`src/iqso_defs.svh`:
```
/*
  Constants for the I/Q serial output port: register offsets, control
  field positions, reset values and frame content sizes.
  Assumes it is included by bare name from the package and the design.
*/
`ifndef IQSO_DEFS_SVH
`define IQSO_DEFS_SVH

// Register offsets on the 6-bit register port
`define IQSO_ADDR_W          6
`define IQSO_ADDR_FMT        6'h18
`define IQSO_ADDR_WIDTH      6'h19
`define IQSO_ADDR_DIV        6'h1a

// Reset values
`define IQSO_FMT_RST         8'h12
`define IQSO_WIDTH_RST       8'h07
`define IQSO_DIV_RST         4'h1

// Format control fields
`define IQSO_FMT_ALT         7
`define IQSO_FMT_EMBED       6
`define IQSO_FMT_EFS         5
`define IQSO_FMT_SYNC_TRI    4
`define IQSO_FMT_SYNC_INV    3
`define IQSO_FMT_LATE        2
`define IQSO_FMT_BCLK_TRI    1
`define IQSO_FMT_BCLK_INV    0

// Width and drive control fields
`define IQSO_WID_SPI4        7
`define IQSO_WID_DW          3

// Frame content bit counts
`define IQSO_BITS_WORD16     7'd16
`define IQSO_BITS_WORD24     7'd24
`define IQSO_BITS_GAIN_BOTH  7'd16
`define IQSO_BITS_GAIN_ALT   7'd8
`define IQSO_SHIFT_W         64
`define IQSO_EFS_LAST_PH     4'd9
`define IQSO_RST_CNT_MAX     2'd3

`endif

```
`src/iqso_pkg.sv`:
```
/*
  Types for the I/Q serial output port.
  Assumes iqso_defs.svh is on the include path.
*/
`include "iqso_defs.svh"

package iqso_pkg;

  // Bit sequencer states, one-hot
  typedef enum logic [2:0] {
    IQSO_IDLE = 3'b001,
    IQSO_SYNC = 3'b010,
    IQSO_DATA = 3'b100
  } iqso_state_t;

  // One decimated sample with its gain and status side data
  typedef struct packed {
    logic [23:0] i_word;
    logic [23:0] q_word;
    logic [7:0]  atten;
    logic [5:0]  rssi;
  } iqso_sample_t;

  // Output pins; enables are active low
  typedef struct packed {
    logic frame_sync_out;
    logic frame_sync_oe_n;
    logic bit_clock_out;
    logic bit_clock_oe_n;
    logic serial_data_out;
  } iqso_pins_t;

endpackage

```
`src/iqso_port.sv`:
```
/*
  I/Q serial output port: frames each decimated sample into a serial
  stream with a divided bit clock and a dedicated or embedded frame sync.
  Assumes one modulator clock domain, a one-cycle sample strobe from the
  decimator, and a plain register port driven synchronously.
*/
`timescale 1ns/100ps
`default_nettype none
`include "iqso_defs.svh"

module iqso_port (
  // Clock and reset
  input  wire logic                     i_clock,
  input  wire logic                     i_rst_n,
  // Register port
  input  wire logic [`IQSO_ADDR_W-1:0]  i_reg_addr,
  input  wire logic [7:0]               i_reg_wdata,
  input  wire logic                     i_reg_wr,
  input  wire logic                     i_reg_rd,
  output logic      [7:0]               o_reg_rdata,
  // Decimated sample stream
  input  wire logic                     i_sample_stb,
  input  wire iqso_pkg::iqso_sample_t   i_sample,
  input  wire logic                     i_mod_reset_evt,
  // Serial pins
  output iqso_pkg::iqso_pins_t          o_pins
);
  import iqso_pkg::*;

  //////////////////////////////////////////////////////////////////////////
  // Register file

  logic [7:0] fmt_r;
  logic [7:0] width_r;
  logic [3:0] div_r;

  // Software writes; unmapped offsets are ignored
  always_ff @(posedge i_clock or negedge i_rst_n) begin
    if (!i_rst_n) begin
      fmt_r   <= `IQSO_FMT_RST;
      width_r <= `IQSO_WIDTH_RST;
      div_r   <= `IQSO_DIV_RST;
    end else if (i_reg_wr) begin
      unique case (i_reg_addr)
        `IQSO_ADDR_FMT:   fmt_r   <= i_reg_wdata;
        `IQSO_ADDR_WIDTH: width_r <= i_reg_wdata;
        `IQSO_ADDR_DIV:   div_r   <= i_reg_wdata[3:0];
        default: ;
      endcase
    end
  end

  // Read data stands one cycle after the strobe, zero otherwise
  always_ff @(posedge i_clock or negedge i_rst_n) begin
    if (!i_rst_n) begin
      o_reg_rdata <= 8'h00;
    end else if (i_reg_rd) begin
      unique case (i_reg_addr)
        `IQSO_ADDR_FMT:   o_reg_rdata <= fmt_r;
        `IQSO_ADDR_WIDTH: o_reg_rdata <= width_r;
        `IQSO_ADDR_DIV:   o_reg_rdata <= {4'h0, div_r};
        default:          o_reg_rdata <= 8'h00;
      endcase
    end else begin
      o_reg_rdata <= 8'h00;
    end
  end

  // Decoded controls
  logic alt_mode;
  logic embed_gain;
  logic embedded_framing;
  logic late_sync;
  logic word24;
  assign alt_mode   = fmt_r[`IQSO_FMT_ALT];
  assign embed_gain = fmt_r[`IQSO_FMT_EMBED];
  assign embedded_framing        = fmt_r[`IQSO_FMT_EFS];
  assign late_sync  = fmt_r[`IQSO_FMT_LATE] & ~embedded_framing;
  assign word24     = width_r[`IQSO_WID_DW];

  //////////////////////////////////////////////////////////////////////////
  // Frame content

  // Number of content bits for the current format
  function automatic logic [6:0] content_bits(input logic w24, input logic eg,
                                              input logic alt);
    logic [6:0] n;
    n = w24 ? `IQSO_BITS_WORD24 : `IQSO_BITS_WORD16;
    n = 7'(n + n);
    if (eg) begin
      n = 7'(n + (alt ? `IQSO_BITS_GAIN_ALT : `IQSO_BITS_GAIN_BOTH));
    end
    return n;
  endfunction

  // Saturating count of modulator resets since the last report
  logic [1:0] rst_cnt_r;
  logic       report_status;
  always_ff @(posedge i_clock or negedge i_rst_n) begin
    if (!i_rst_n) begin
      rst_cnt_r <= 2'd0;
    end else if (report_status) begin
      // An event in the reporting cycle is kept for the next report
      rst_cnt_r <= i_mod_reset_evt ? 2'd1 : 2'd0;
    end else if (i_mod_reset_evt && rst_cnt_r != `IQSO_RST_CNT_MAX) begin
      rst_cnt_r <= 2'(rst_cnt_r + 2'd1);
    end
  end

  // Alternating byte select, flips after each frame that carries one
  logic alt_sel_r;
  always_ff @(posedge i_clock or negedge i_rst_n) begin
    if (!i_rst_n) begin
      alt_sel_r <= 1'b0;
    end else if (i_sample_stb && embed_gain && alt_mode) begin
      alt_sel_r <= ~alt_sel_r;
    end
  end

  // Status byte reported this frame when both bytes or the status turn
  assign report_status = i_sample_stb && embed_gain && (!alt_mode || alt_sel_r);

  // Left-justified content image, MSB first
  logic [7:0]               stat_byte;
  logic [15:0]              gain_word;
  logic [47:0]              iq_bits;
  logic [`IQSO_SHIFT_W-1:0] image;
  always_comb begin
    stat_byte = {rst_cnt_r, i_sample.rssi};
    image     = '0;
    if (word24) begin
      iq_bits = {i_sample.i_word, i_sample.q_word};
    end else begin
      iq_bits = {i_sample.i_word[23:8], i_sample.q_word[23:8], 16'h0000};
    end
    if (!embed_gain) begin
      gain_word = 16'h0000;
    end else if (!alt_mode) begin
      gain_word = {i_sample.atten, stat_byte};
    end else if (alt_sel_r) begin
      gain_word = {stat_byte[7:1], 1'b1, 8'h00};
    end else begin
      gain_word = {i_sample.atten[7:1], 1'b0, 8'h00};
    end
    // Gain bits sit right after the Q word
    if (word24) begin
      image = {iq_bits, gain_word};
    end else begin
      image = {iq_bits[47:16], gain_word, 16'h0000};
    end
  end

  //////////////////////////////////////////////////////////////////////////
  // Bit clock divider

  logic [3:0] div_cnt_r;
  logic [3:0] div_last;
  logic [3:0] div_half;
  logic       bit_adv;

  // Divisor zero behaves as one
  assign div_last = (div_r == 4'h0) ? 4'h0 : 4'(div_r - 4'h1);
  // Widened before the add so a divisor of 15 does not wrap to a dead clock
  assign div_half = 4'(({1'b0, div_last} + 5'h02) >> 1);
  assign bit_adv  = (div_cnt_r == div_last);

  // Restarted by each frame so bit edges line up with the sync
  always_ff @(posedge i_clock or negedge i_rst_n) begin
    if (!i_rst_n) begin
      div_cnt_r <= 4'h0;
    end else if (i_sample_stb || bit_adv) begin
      div_cnt_r <= 4'h0;
    end else begin
      div_cnt_r <= 4'(div_cnt_r + 4'h1);
    end
  end

  //////////////////////////////////////////////////////////////////////////
  // Bit sequencer

  iqso_state_t              state_r;
  logic [`IQSO_SHIFT_W-1:0] shift_r;
  logic [6:0]               rem_r;
  logic [3:0]               ph_r;
  logic                     first_r;

  // One frame per sample strobe; strobe wins over any bit in flight
  always_ff @(posedge i_clock or negedge i_rst_n) begin
    if (!i_rst_n) begin
      state_r <= IQSO_IDLE;
      shift_r <= '0;
      rem_r   <= 7'd0;
      ph_r    <= 4'd0;
      first_r <= 1'b0;
    end else if (i_sample_stb) begin
      shift_r <= image;
      rem_r   <= content_bits(word24, embed_gain, alt_mode);
      ph_r    <= 4'd0;
      first_r <= 1'b1;
      // Early sync spends one bit before the data
      state_r <= (embedded_framing || late_sync) ? IQSO_DATA : IQSO_SYNC;
    end else if (bit_adv) begin
      unique case (state_r)
        IQSO_IDLE: ;
        IQSO_SYNC: begin
          state_r <= IQSO_DATA;
          first_r <= 1'b0;
        end
        IQSO_DATA: begin
          first_r <= 1'b0;
          if (!embedded_framing) begin
            shift_r <= {shift_r[`IQSO_SHIFT_W-2:0], 1'b0};
            rem_r   <= 7'(rem_r - 7'd1);
            if (rem_r == 7'd1) begin
              state_r <= IQSO_IDLE;
            end
          end else if (ph_r == 4'd0) begin
            ph_r <= 4'd1;
          end else if (ph_r == `IQSO_EFS_LAST_PH) begin
            ph_r <= 4'd0;
            if (rem_r == 7'd0) begin
              state_r <= IQSO_IDLE;
            end
          end else begin
            shift_r <= {shift_r[`IQSO_SHIFT_W-2:0], 1'b0};
            rem_r   <= 7'(rem_r - 7'd1);
            ph_r    <= 4'(ph_r + 4'd1);
          end
        end
      endcase
    end
  end

  // Current line levels, before the output flops
  logic cur_data;
  logic cur_sync;
  always_comb begin
    cur_data = 1'b1;
    if (state_r == IQSO_DATA) begin
      if (!embedded_framing) begin
        cur_data = shift_r[`IQSO_SHIFT_W-1];
      end else if (ph_r == 4'd0) begin
        cur_data = 1'b0;
      end else if (ph_r == `IQSO_EFS_LAST_PH) begin
        cur_data = 1'b1;
      end else begin
        cur_data = shift_r[`IQSO_SHIFT_W-1];
      end
    end
    // Pulse one bit long: before the data, or on the first data bit
    cur_sync = (state_r == IQSO_SYNC) ||
               (state_r == IQSO_DATA && first_r && late_sync);
  end

  //////////////////////////////////////////////////////////////////////////
  // Output pins

  // All pins registered together so data, clock and sync stay aligned
  always_ff @(posedge i_clock or negedge i_rst_n) begin
    if (!i_rst_n) begin
      o_pins <= '{frame_sync_out: 1'b0, frame_sync_oe_n: 1'b1,
                  bit_clock_out: 1'b1, bit_clock_oe_n: 1'b1,
                  serial_data_out: 1'b1};
    end else begin
      o_pins.serial_data_out <= cur_data;
      // Rising edge starts each bit; divisor one holds the clock high
      o_pins.bit_clock_out   <= (div_cnt_r < div_half) ^
                                fmt_r[`IQSO_FMT_BCLK_INV];
      o_pins.bit_clock_oe_n  <= fmt_r[`IQSO_FMT_BCLK_TRI];
      o_pins.frame_sync_oe_n <= fmt_r[`IQSO_FMT_SYNC_TRI];
      if (embedded_framing) begin
        o_pins.frame_sync_out <= 1'b0;
      end else begin
        o_pins.frame_sync_out <= cur_sync ^
                                 fmt_r[`IQSO_FMT_SYNC_INV];
      end
    end
  end

endmodule
`default_nettype wire

```
`config.mk`:
```
export PLATFORM = sky130hd
export DESIGN_NAME = iqso_port
export DESIGN_NICKNAME = d
export VERILOG_FILES = /design/src/iqso_pkg.sv /design/src/iqso_port.sv
export VERILOG_INCLUDE_DIRS = /design/src
export SDC_FILE = /design/constraint.sdc
export NUM_CORES = 1
export LEC_CHECK = 0
export BUFFER_PORTS_ARGS = -buffer_cell sky130_fd_sc_hd__buf_2
export CAP_MARGIN = 0
export CORE_ASPECT_RATIO = 0.7
export CORE_MARGIN = 2
export CORE_UTILIZATION = 40
export CTS_CLUSTER_DIAMETER = 30
export DETAILED_ROUTE_END_ITERATION = 10
export PLACE_DENSITY = 0.69
export SLEW_MARGIN = 20
export SYNTH_ARGS = -nofsm -noshare
export SYNTH_HDL_FRONTEND = slang
export SYNTH_SLANG_ARGS = --single-unit
```
`constraint.sdc`:
```
create_clock -name i_clock -period 2.65 [get_ports i_clock]
set_input_delay 0 -clock i_clock [delete_from_list [all_inputs] [get_ports i_clock]]
set_output_delay 0 -clock i_clock [all_outputs]
set_load 0.01 [all_outputs]
```
==> reports/results.ini, run 1 <==
[outcome]
outcome = completed

[synthesis]
synth_top_area_share_pct = 39.8
synthAdderAreaFrac_pct = 2.40
synth_top_family_by_area = compound AO/OA/AOI/OAI gates
ys_seq_area_share_pct = 44.1
synth_ff_type = dfrtp_1
ys_types = 69
syn_area_um2 = 6790
postSynthCellCount = 680
avgSynthCellArea_um2 = 9.99
synth-simple-area-share_pct = 15.2
synthXorXnorAreaFrac_pct = 0.774
synth_top_cell_by_area = dfrtp_1
yosys-top-cells-area = dfrtp_1, mux2i_1, mux2_2
yosys_warnings = 0
ys_seq_elements = 119
synth_fp_nets = 775
synth_compound_area_share_pct = 21.1
yosysMostFrequentCell = dfrtp_1
synth_common_cells = dfrtp_1, nand2_1, nor2_1
synth_edf_count = 0
muxShareOfSynthArea_pct = 10.8
synthArstFlopShare_pct = 100

[routing]
vias = 6084
wire_per_inst_um = 17.3
routed_via_density = 5.69
antenna_left = 0
routed_wirelength_um = 18500
drt_pass1_iterations = 5
drtIter0Drc = 592
drc = 0

[timing]
finalCritPeriodShare_pct = 94.2
hold_ws_ns = 0.00901
fmax_mhz = 401
slew_viol_final = 0
min_period_ns = 2.50
worst_pin_slew_ns = 0.770
slew_headroom_pct = 48.4
setup_viol = 0
rsz0062_at_grt = false
setup-tns-final_ns = 0
worst_slack_ns = 0.154
finalHoldViolCount = 0
finalClockSkew_ns = 0.0120

[clocking]
clock-sinks = 119
clk_path_buf_depth = 2
cts_buffers = 17
clk_latency_ns = 0.41
clkTransAtPathRegs_ns = 0.06
htreeDepth = 4
cts_root_buf = clkbuf_16
cts_tree = done

[flow_run]
maxCapViolations = 0

[setup_path]
setup.worst_path.end = shift_r[32]
arrival_ns = 2.77
crit_start = ph_r[0]
r2r_end = shift_r[32]
path_cells = inv_1, ha_1, mux2i_1, nor4b_1, or3_1, buf_4, nor3_4, buf_12, a311o_1
cp_max_fo = 38
r2r_start = ph_r[0]
cp.required_ns = 2.93
max_stage_delay_ns = 0.45
r2r_slack_ns = 0.15
cp_slowest_cell = nor4b_1
cp-start-kind = flip-flop
cp-end-kind = flip-flop
path_class = flip-flop to flip-flop
r2r_cells = 9

[floorplan]
ios = 95
dieWidth_um = 160
core_um2 = 16400
num_rows = 39
die_h_um = 113
die_area_um2 = 18100
initial_core_util_pct = 41.3

[cells_and_area]
fin_area_um2 = 8910
drive_gt1_share_pct = 24.9
antenna_cells = 0
areaGrowthSynthToFinish_pct = 31.2
final_nets = 926

[placed_design]
io_buffers = 94
placedInstanceArea_um2 = 7550
post-place-ws_ns = 0.132
routabilityCongestion = 0.833
dp_hpwl_um = 11600

[grt]
grt_max_degree = 69
grt_pass1_vias = 5815
grt_util_all_layers_pct = 20.9
grt_pass1_wl_um = 30500
grt_antenna_before_repair = 0
gr-total-overflow = 0

[min_path]
holdPathStages = 4
hold_class = primary input to flip-flop

[power]
power-per-cell-area_nw_per_um2 = 769
leakage_nw = 3.90
vdd_drop_max_uv = 395

## cell families (layout without fill, tap and decap cells)
| group | count (synthesis) | count (layout) |
|---|---|---|
| buffers and inverters | 85 | 249 |
| and+or+nand+nor | 204 | 204 |
| xor gates and xnor gates | 6 | 6 |
| DFF | 119 | 119 |
| muxes | 70 | 70 |
| adders and majority gates | 13 | 13 |
| AOI/OAI and AO/OA | 183 | 183 |
## worst max-delay path, delay by kind of cell (launching register included)
kind / cells / cell delay (ns)
adders and majority gates: 1 / 0.16
AOI/OAI and AO/OA: 1 / 0.37
muxes: 1 / 0.10
DFF: 1 / 0.43
and+or+nand+nor: 3 / 0.77
buffers and inverters: 3 / 0.54
## per-stage QoR
step / util [%] / power (W) / instances
after CTS: 54.1 / 0.00684 / 1069
final: 54.2 / 0.00685 / 1069
after global routing: 54.2 / 0.00721 / 1069
after detailed placement: 45.9 / 0.00424 / 966
after floorplan: - / 0.00364 / 680
after global placement: 45.9 / 0.00423 / 966
## flip-flops by register name (all words and copies together) (netlist names)
signal / cells
shift_r: 64
o_reg_rdata: 8
width_r: 8
o_pins: 5
fmt_r: 8
div_cnt_r: 4
alt_sel_r: 1
state_r: 3
div_r: 4
rst_cnt_r: 2
first_r: 1
ph_r: 4
rem_r: 7
## layer usage
| layer | global-route usage [%] | wire length (um) | vias up |
|---|---|---|---|
| li1 | - | - | 2837 |
| met3 | 4.11 | 1190 | 23 |
| met5 | 0 | 0 | - |
| met4 | 5.33 | 216 | 0 |
| met2 | 31.3 | 8150 | 225 |
| met1 | 31.0 | 8890 | 2999 |
## worst min-delay path by stage
stage                       startpoint           to  slack (ns)
after floorplan                i_rst_n    alt_sel_r       -0.30
after global placement         i_rst_n      ph_r[2]        0.02
after detailed placement       i_rst_n      ph_r[2]        0.02
after CTS                 i_sample[40]  shift_r[42]      0.0009
after global routing       i_sample[5]   shift_r[5]        0.04
final                      i_sample[5]   shift_r[5]       0.009
## power by group
group,internal (W),switching (W)
registers,0.00212,0.000231
clock network,0.00161,0.000885
logic,0.000874,0.00113
## layout by cell type, fill, tap and decap left out, types with 16 or more instances in the layout
master	synthesis	final
mux2i_1	43	43
a21oi_1	16	16
o21ai_0	25	25
buf_2	12	93
a31oi_1	25	25
clkbuf_16	0	17
buf_4	1	20
a311o_1	21	21
a221o_1	16	16
inv_1	25	25
nor2b_1	27	27
nand2_1	65	65
dfrtp_1	108	108
dlygate4sd3_1	0	71
nor2_1	45	45
mux2_2	27	27
## what timing repair did
action | in CTS | in global routing
setup buffers | 0 | 0
resized for setup | 0 | 2
hold buffers | 71 | 0
hold endpoints to repair | 110 | 0
endpoints found under the setup margin | 0 | 3
## area by class of cell
class,count,area (um^2)
fill,1463,7530
sequential,119,2990
tap,225,282
timing repair buffer,191,1470
inverter,26,97.6
multi-input combinational,476,3440
clock buffer,19,443
clock inverter,13,193
Note: power is estimated with default switching activity, not from simulation.
==> run 2: changes to the inputs <==
PLACE_DENSITY = not set   (was 0.69)
==> reports/results.ini, run 2 (synthesized netlist as in run 1, its figures left out) <==
[power]
p_comb_share_pct = 30.2
p_seq_share_pct = 35.0
p_sw_w = 0.00224
vdd_drop_max_uv = 443
pwr-share-clk_pct = 34.8
swShare_pct = 33.3
power.internal_w = 0.00449
finalPower_w = 0.00673
power-per-cell-area_nw_per_um2 = 758
leakage_nw = 3.89

[placed_design]
routabilityCongestion = 0.842
dp_cells = 970
dp_hpwl_um = 12600
io_buffers = 94

[routing]
wire_per_inst_um = 18.0
antenna_left = 0
routed_wirelength_um = 19300
vias = 6090
routed_via_density = 5.68
drc = 0
drt_pass1_iterations = 5
drtIter0Drc = 728

[floorplan]
dieWidth_um = 160
die_h_um = 113
num_rows = 39
die_area_um2 = 18100
ios = 95
core_um2 = 16400
initial_core_util_pct = 41.3

[clocking]
htreeDepth = 4
clkTransAtPathRegs_ns = 0.05
cts_tree = done
clock-sinks = 119
cts_buffers = 17
cts_root_buf = clkbuf_16
clk_path_buf_depth = 2
clk_latency_ns = 0.43

[cells_and_area]
largest_register_ffs = 64
antenna_cells = 0
areaGrowthSynthToFinish_pct = 30.7
layout.cells.non_filler = 1072
top_register = shift_r
drive_gt1_share_pct = 25.6
final_nets = 929
mostFrequentLayoutCell = dfrtp_1
layout_common_cells = dfrtp_1, buf_2, dlygate4sd3_1

[outcome]
outcome = completed

[grt]
grt_util_all_layers_pct = 22.0
grt_max_degree = 57
grt_pass1_wl_um = 31800
gr-total-overflow = 0
grt_antenna_before_repair = 0
grt_pass1_vias = 6211

[setup_path]
cp_max_fo = 9
arrival_ns = 2.83
r2r_slack_ns = 0.16
path_class = flip-flop to flip-flop
cp-start-kind = flip-flop
r2r_cells = 9
cp-end-kind = flip-flop
cp.required_ns = 2.99

[flow_run]
maxCapViolations = 0

[timing]
fmax_mhz = 402
finalClockSkew_ns = 0.0181
finalHoldViolCount = 0
min_period_ns = 2.49
setup_viol = 0
worst_pin_slew_ns = 0.773
slew_headroom_pct = 48.4
finalCritPeriodShare_pct = 93.9
rsz0062_at_grt = false
setup-tns-final_ns = 0
slew_viol_final = 0

[min_path]
hold_class = primary input to flip-flop
holdPathStages = 4

run 2: stage by stage:
stage / util (%) / hold slack [ns] / area [um^2] / setup slack (ns)
global placement: 45.9 / 0.117 / 7550 / 0.142
finish: 54.0 / 0.0101 / 8870 / 0.162
floorplan: - / -0.296 / 6790 / 0.379
CTS: 53.8 / 0.000933 / 8840 / 0.0543
global route: 54.0 / 0.0177 / 8870 / 0.0125
detailed placement: 45.9 / 0.120 / 7550 / 0.0637
run 2: critical path, cell delays in order (launching register included):
cell	delay, ns
dfrtp_1	0.44
inv_1	0.09
ha_1	0.23
mux2i_2	0.22
nor4b_2	0.11
or3_1	0.45
o31ai_4	0.29
buf_12	0.16
buf_4	0.20
mux2i_1	0.21
run 2: path summary, 6_finish.rpt:
check                               to         start
setup / recovery           shift_r[21]       ph_r[0]
hold / removal             shift_r[47]  i_sample[45]
setup reg to reg           shift_r[21]       ph_r[0]
hold reg to reg              o_pins[3]      fmt_r[4]
max in group asynchronous   state_r[0]       i_rst_n
min in group asynchronous   shift_r[3]       i_rst_n
run 2: what timing repair did:
action | CTS | global route
setup endpoints to repair | 0 | 50
hold buffers | 69 | 0
setup buffers | 0 | 1
hold endpoints to repair | 129 | 0
gates resized for setup | 0 | 4
run 2: per-layer routing:
metal	vias to the layer above	track usage, %	wire length, um
li1	2838	-	-
met3	21	5.46	1230
met5	-	0	0
met4	0	5.94	252
met1	3020	31.1	9090
met2	211	33.8	8710
run 2: power by group through the flow:
stage | sequential [W] | clock, W | combinational (W)
3_3_place_gp | 0.00237 | 0 | 0.00184
5_1_grt | 0.00240 | 0.00246 | 0.00223
2_1_floorplan | 0.00229 | 0 | 0.00134
6_report | 0.00236 | 0.00234 | 0.00203
3_5_place_dp | 0.00238 | 0 | 0.00190
4_1_cts | 0.00235 | 0.00237 | 0.00201
run 2: final cells by class:
class / count / area, um^2
tap: 225 / 282
clock inverter: 10 / 121
inverter: 26 / 97.6
clock buffer: 22 / 484
timing repair buffer: 194 / 1460
multi-input combinational: 476 / 3440
sequential: 119 / 2990
fill: 1457 / 7570
==> run 3: changes to the inputs <==
PLACE_DENSITY = 0.64   (was not set)
==> reports/results.ini, run 3 (synthesized netlist as in run 1, its figures left out) <==
[outcome]
outcome = finished with violations
violations = hold timing

[clocking]
cts_tree = done
htreeDepth = 4
clk_path_buf_depth = 2
clock-sinks = 119
cts_buffers = 17
clkTransAtPathRegs_ns = 0.06
cts_root_buf = clkbuf_16
clk_latency_ns = 0.42

[flow_run]
maxCapViolations = 0

[cells_and_area]
final_nets = 937
layout_common_cells = dfrtp_1, buf_2, dlygate4sd3_1
layout.cells.non_filler = 1080
multi_input_area_um2 = 3460
fillers = 1450
areaGrowthSynthToFinish_pct = 31.8
drive_gt1_share_pct = 26.3
mostFrequentLayoutCell = dfrtp_1
regArea_um2 = 2990
largest_register_ffs = 64
top_register = shift_r
antenna_cells = 0

[placed_design]
routabilityCongestion = 0.873
dp_hpwl_um = 12300
post-place-ws_ns = -0.181
io_buffers = 94
dp_cells = 974

[grt]
gr-total-overflow = 0
grt_pass1_vias = 6266
grt_pass1_wl_um = 32300
grt_max_degree = 85
grt_util_all_layers_pct = 22.3
grt_antenna_before_repair = 0

[setup_path]
r2r_slack_ns = 0.14
cp-end-kind = flip-flop
cp-start-kind = flip-flop
path_buf_inv = 2
cp.required_ns = 2.99
path_cells = or2_0, a311oi_1, o22a_2, buf_4, buf_4, or4_1, a21oi_1
cp_top_family = simple AND/OR/NAND/NOR gates
crit_top_cell = buf_4
r2r_start = div_r[0]
cp_max_fo = 20
max_stage_delay_ns = 0.60
r2r_cells = 7
cp_slowest_cell = dfstp_2
arrival_ns = 2.85
path_class = flip-flop to flip-flop
r2r_end = ph_r[0]

[timing]
finalCritPeriodShare_pct = 94.7
rsz0062_at_grt = false
finalClockSkew_ns = 0.00654
worst_pin_slew_ns = 0.896
hold_ws_ns = -0.00206
fmax_mhz = 399
min_period_ns = 2.51
slew_headroom_pct = 39.8
finalHoldViolCount = 1
setup_viol = 0
worst_slack_ns = 0.142
slew_viol_final = 0

[floorplan]
die_area_um2 = 18100
initial_core_util_pct = 41.3
die_h_um = 113
dieWidth_um = 160
core_um2 = 16400
ios = 95
num_rows = 39

[routing]
drc = 0
routed_via_density = 5.68
routed_wirelength_um = 19300
drt_pass1_iterations = 7
wire_per_inst_um = 17.9
vias = 6130
antenna_left = 0
drtIter0Drc = 581

[power]
vdd_drop_max_uv = 436
finalPower_w = 0.00687
power-per-cell-area_nw_per_um2 = 767
leakage_nw = 3.94

[min_path]
worstHoldStart = i_reg_rd
hold_class = primary input to flip-flop
min_to = o_reg_rdata[3]
holdPathStages = 3

[run 3: cell count changes in the layout (fill, tap and decap cells not counted), moves of 2 or more]
cell	previous run	this run
buf_4	27	33
clkbuf_8	4	0
nor4b_2	2	0
dlygate4sd3_1	69	71
inv_8	0	2
inv_6	0	2
buf_12	5	3
clkinv_4	3	5
[run 3: power by group]
part	switching, W	leakage, nW	internal (W)
sequential	0.000224	1.52	0.00212
clock	0.000927	0.294	0.00150
combinational	0.00119	2.13	0.000906
total	0.00234	3.94	0.00453
[run 3: final cells by class]
class / count / area share, %
clock buffer: 17 / 4.75
clock inverter: 15 / 2.19
inverter: 26 / 1.09
multi-input combinational: 477 / 38.7
sequential: 119 / 33.4
tap: 225 / 3.14
timing repair buffer: 201 / 16.7
[run 3: worst min-delay path: cells and delay by family]
kind / cells / cell delay [ns]
AND/OR/NAND/NOR: 2 / 0.30
buffers and inverters: 1 / 0.08
[run 3: per-layer routing]
layer,vias up,wire length (um),track usage [%]
li1,2857,-,-
met3,37,1070,4.51
met5,-,0,0
met2,212,8640,33.9
met1,3024,9260,31.8
met4,0,370,8.12
[run 3: metrics by stage]
| stage | TNS [ns] | hold slack [ns] | cell area (um^2) | util, % |
|---|---|---|---|---|
| after detailed placement | -2.06 | -0.000585 | 7560 | 46.0 |
| after CTS | -0.0813 | 0.00171 | 8910 | 54.2 |
| after global placement | -0.246 | -0.00812 | 7560 | 46.0 |
| final | 0 | -0.00206 | 8950 | 54.4 |
| after global routing | 0 | 0.0199 | 8950 | 54.4 |
| after floorplan | 0 | -0.296 | 6790 | - |
[run 3: worst max-delay path by stage]
stage                  start          end  slack [ns]  cells past startpoint
floorplan           div_r[0]  shift_r[16]        0.38                      7
global placement     ph_r[0]  shift_r[55]       -0.03                      8
detailed placement   ph_r[0]  shift_r[61]       -0.18                      8
CTS                  ph_r[0]   shift_r[3]       -0.02                      9
global route        div_r[0]      ph_r[0]       0.009                      7
finish              div_r[0]      ph_r[0]        0.14                      7
[run 3: timing repair]
| action | 4_1_cts | 5_1_grt |
|---|---|---|
| hold buffers | 71 | 0 |
| pin swaps | 1 | 1 |
| gates resized for setup | 1 | 6 |
| endpoints found under the setup margin | 14 | 23 |
| hold endpoints to repair | 112 | 0 |
| gates cloned | 1 | 0 |
| setup buffers | 0 | 2 |
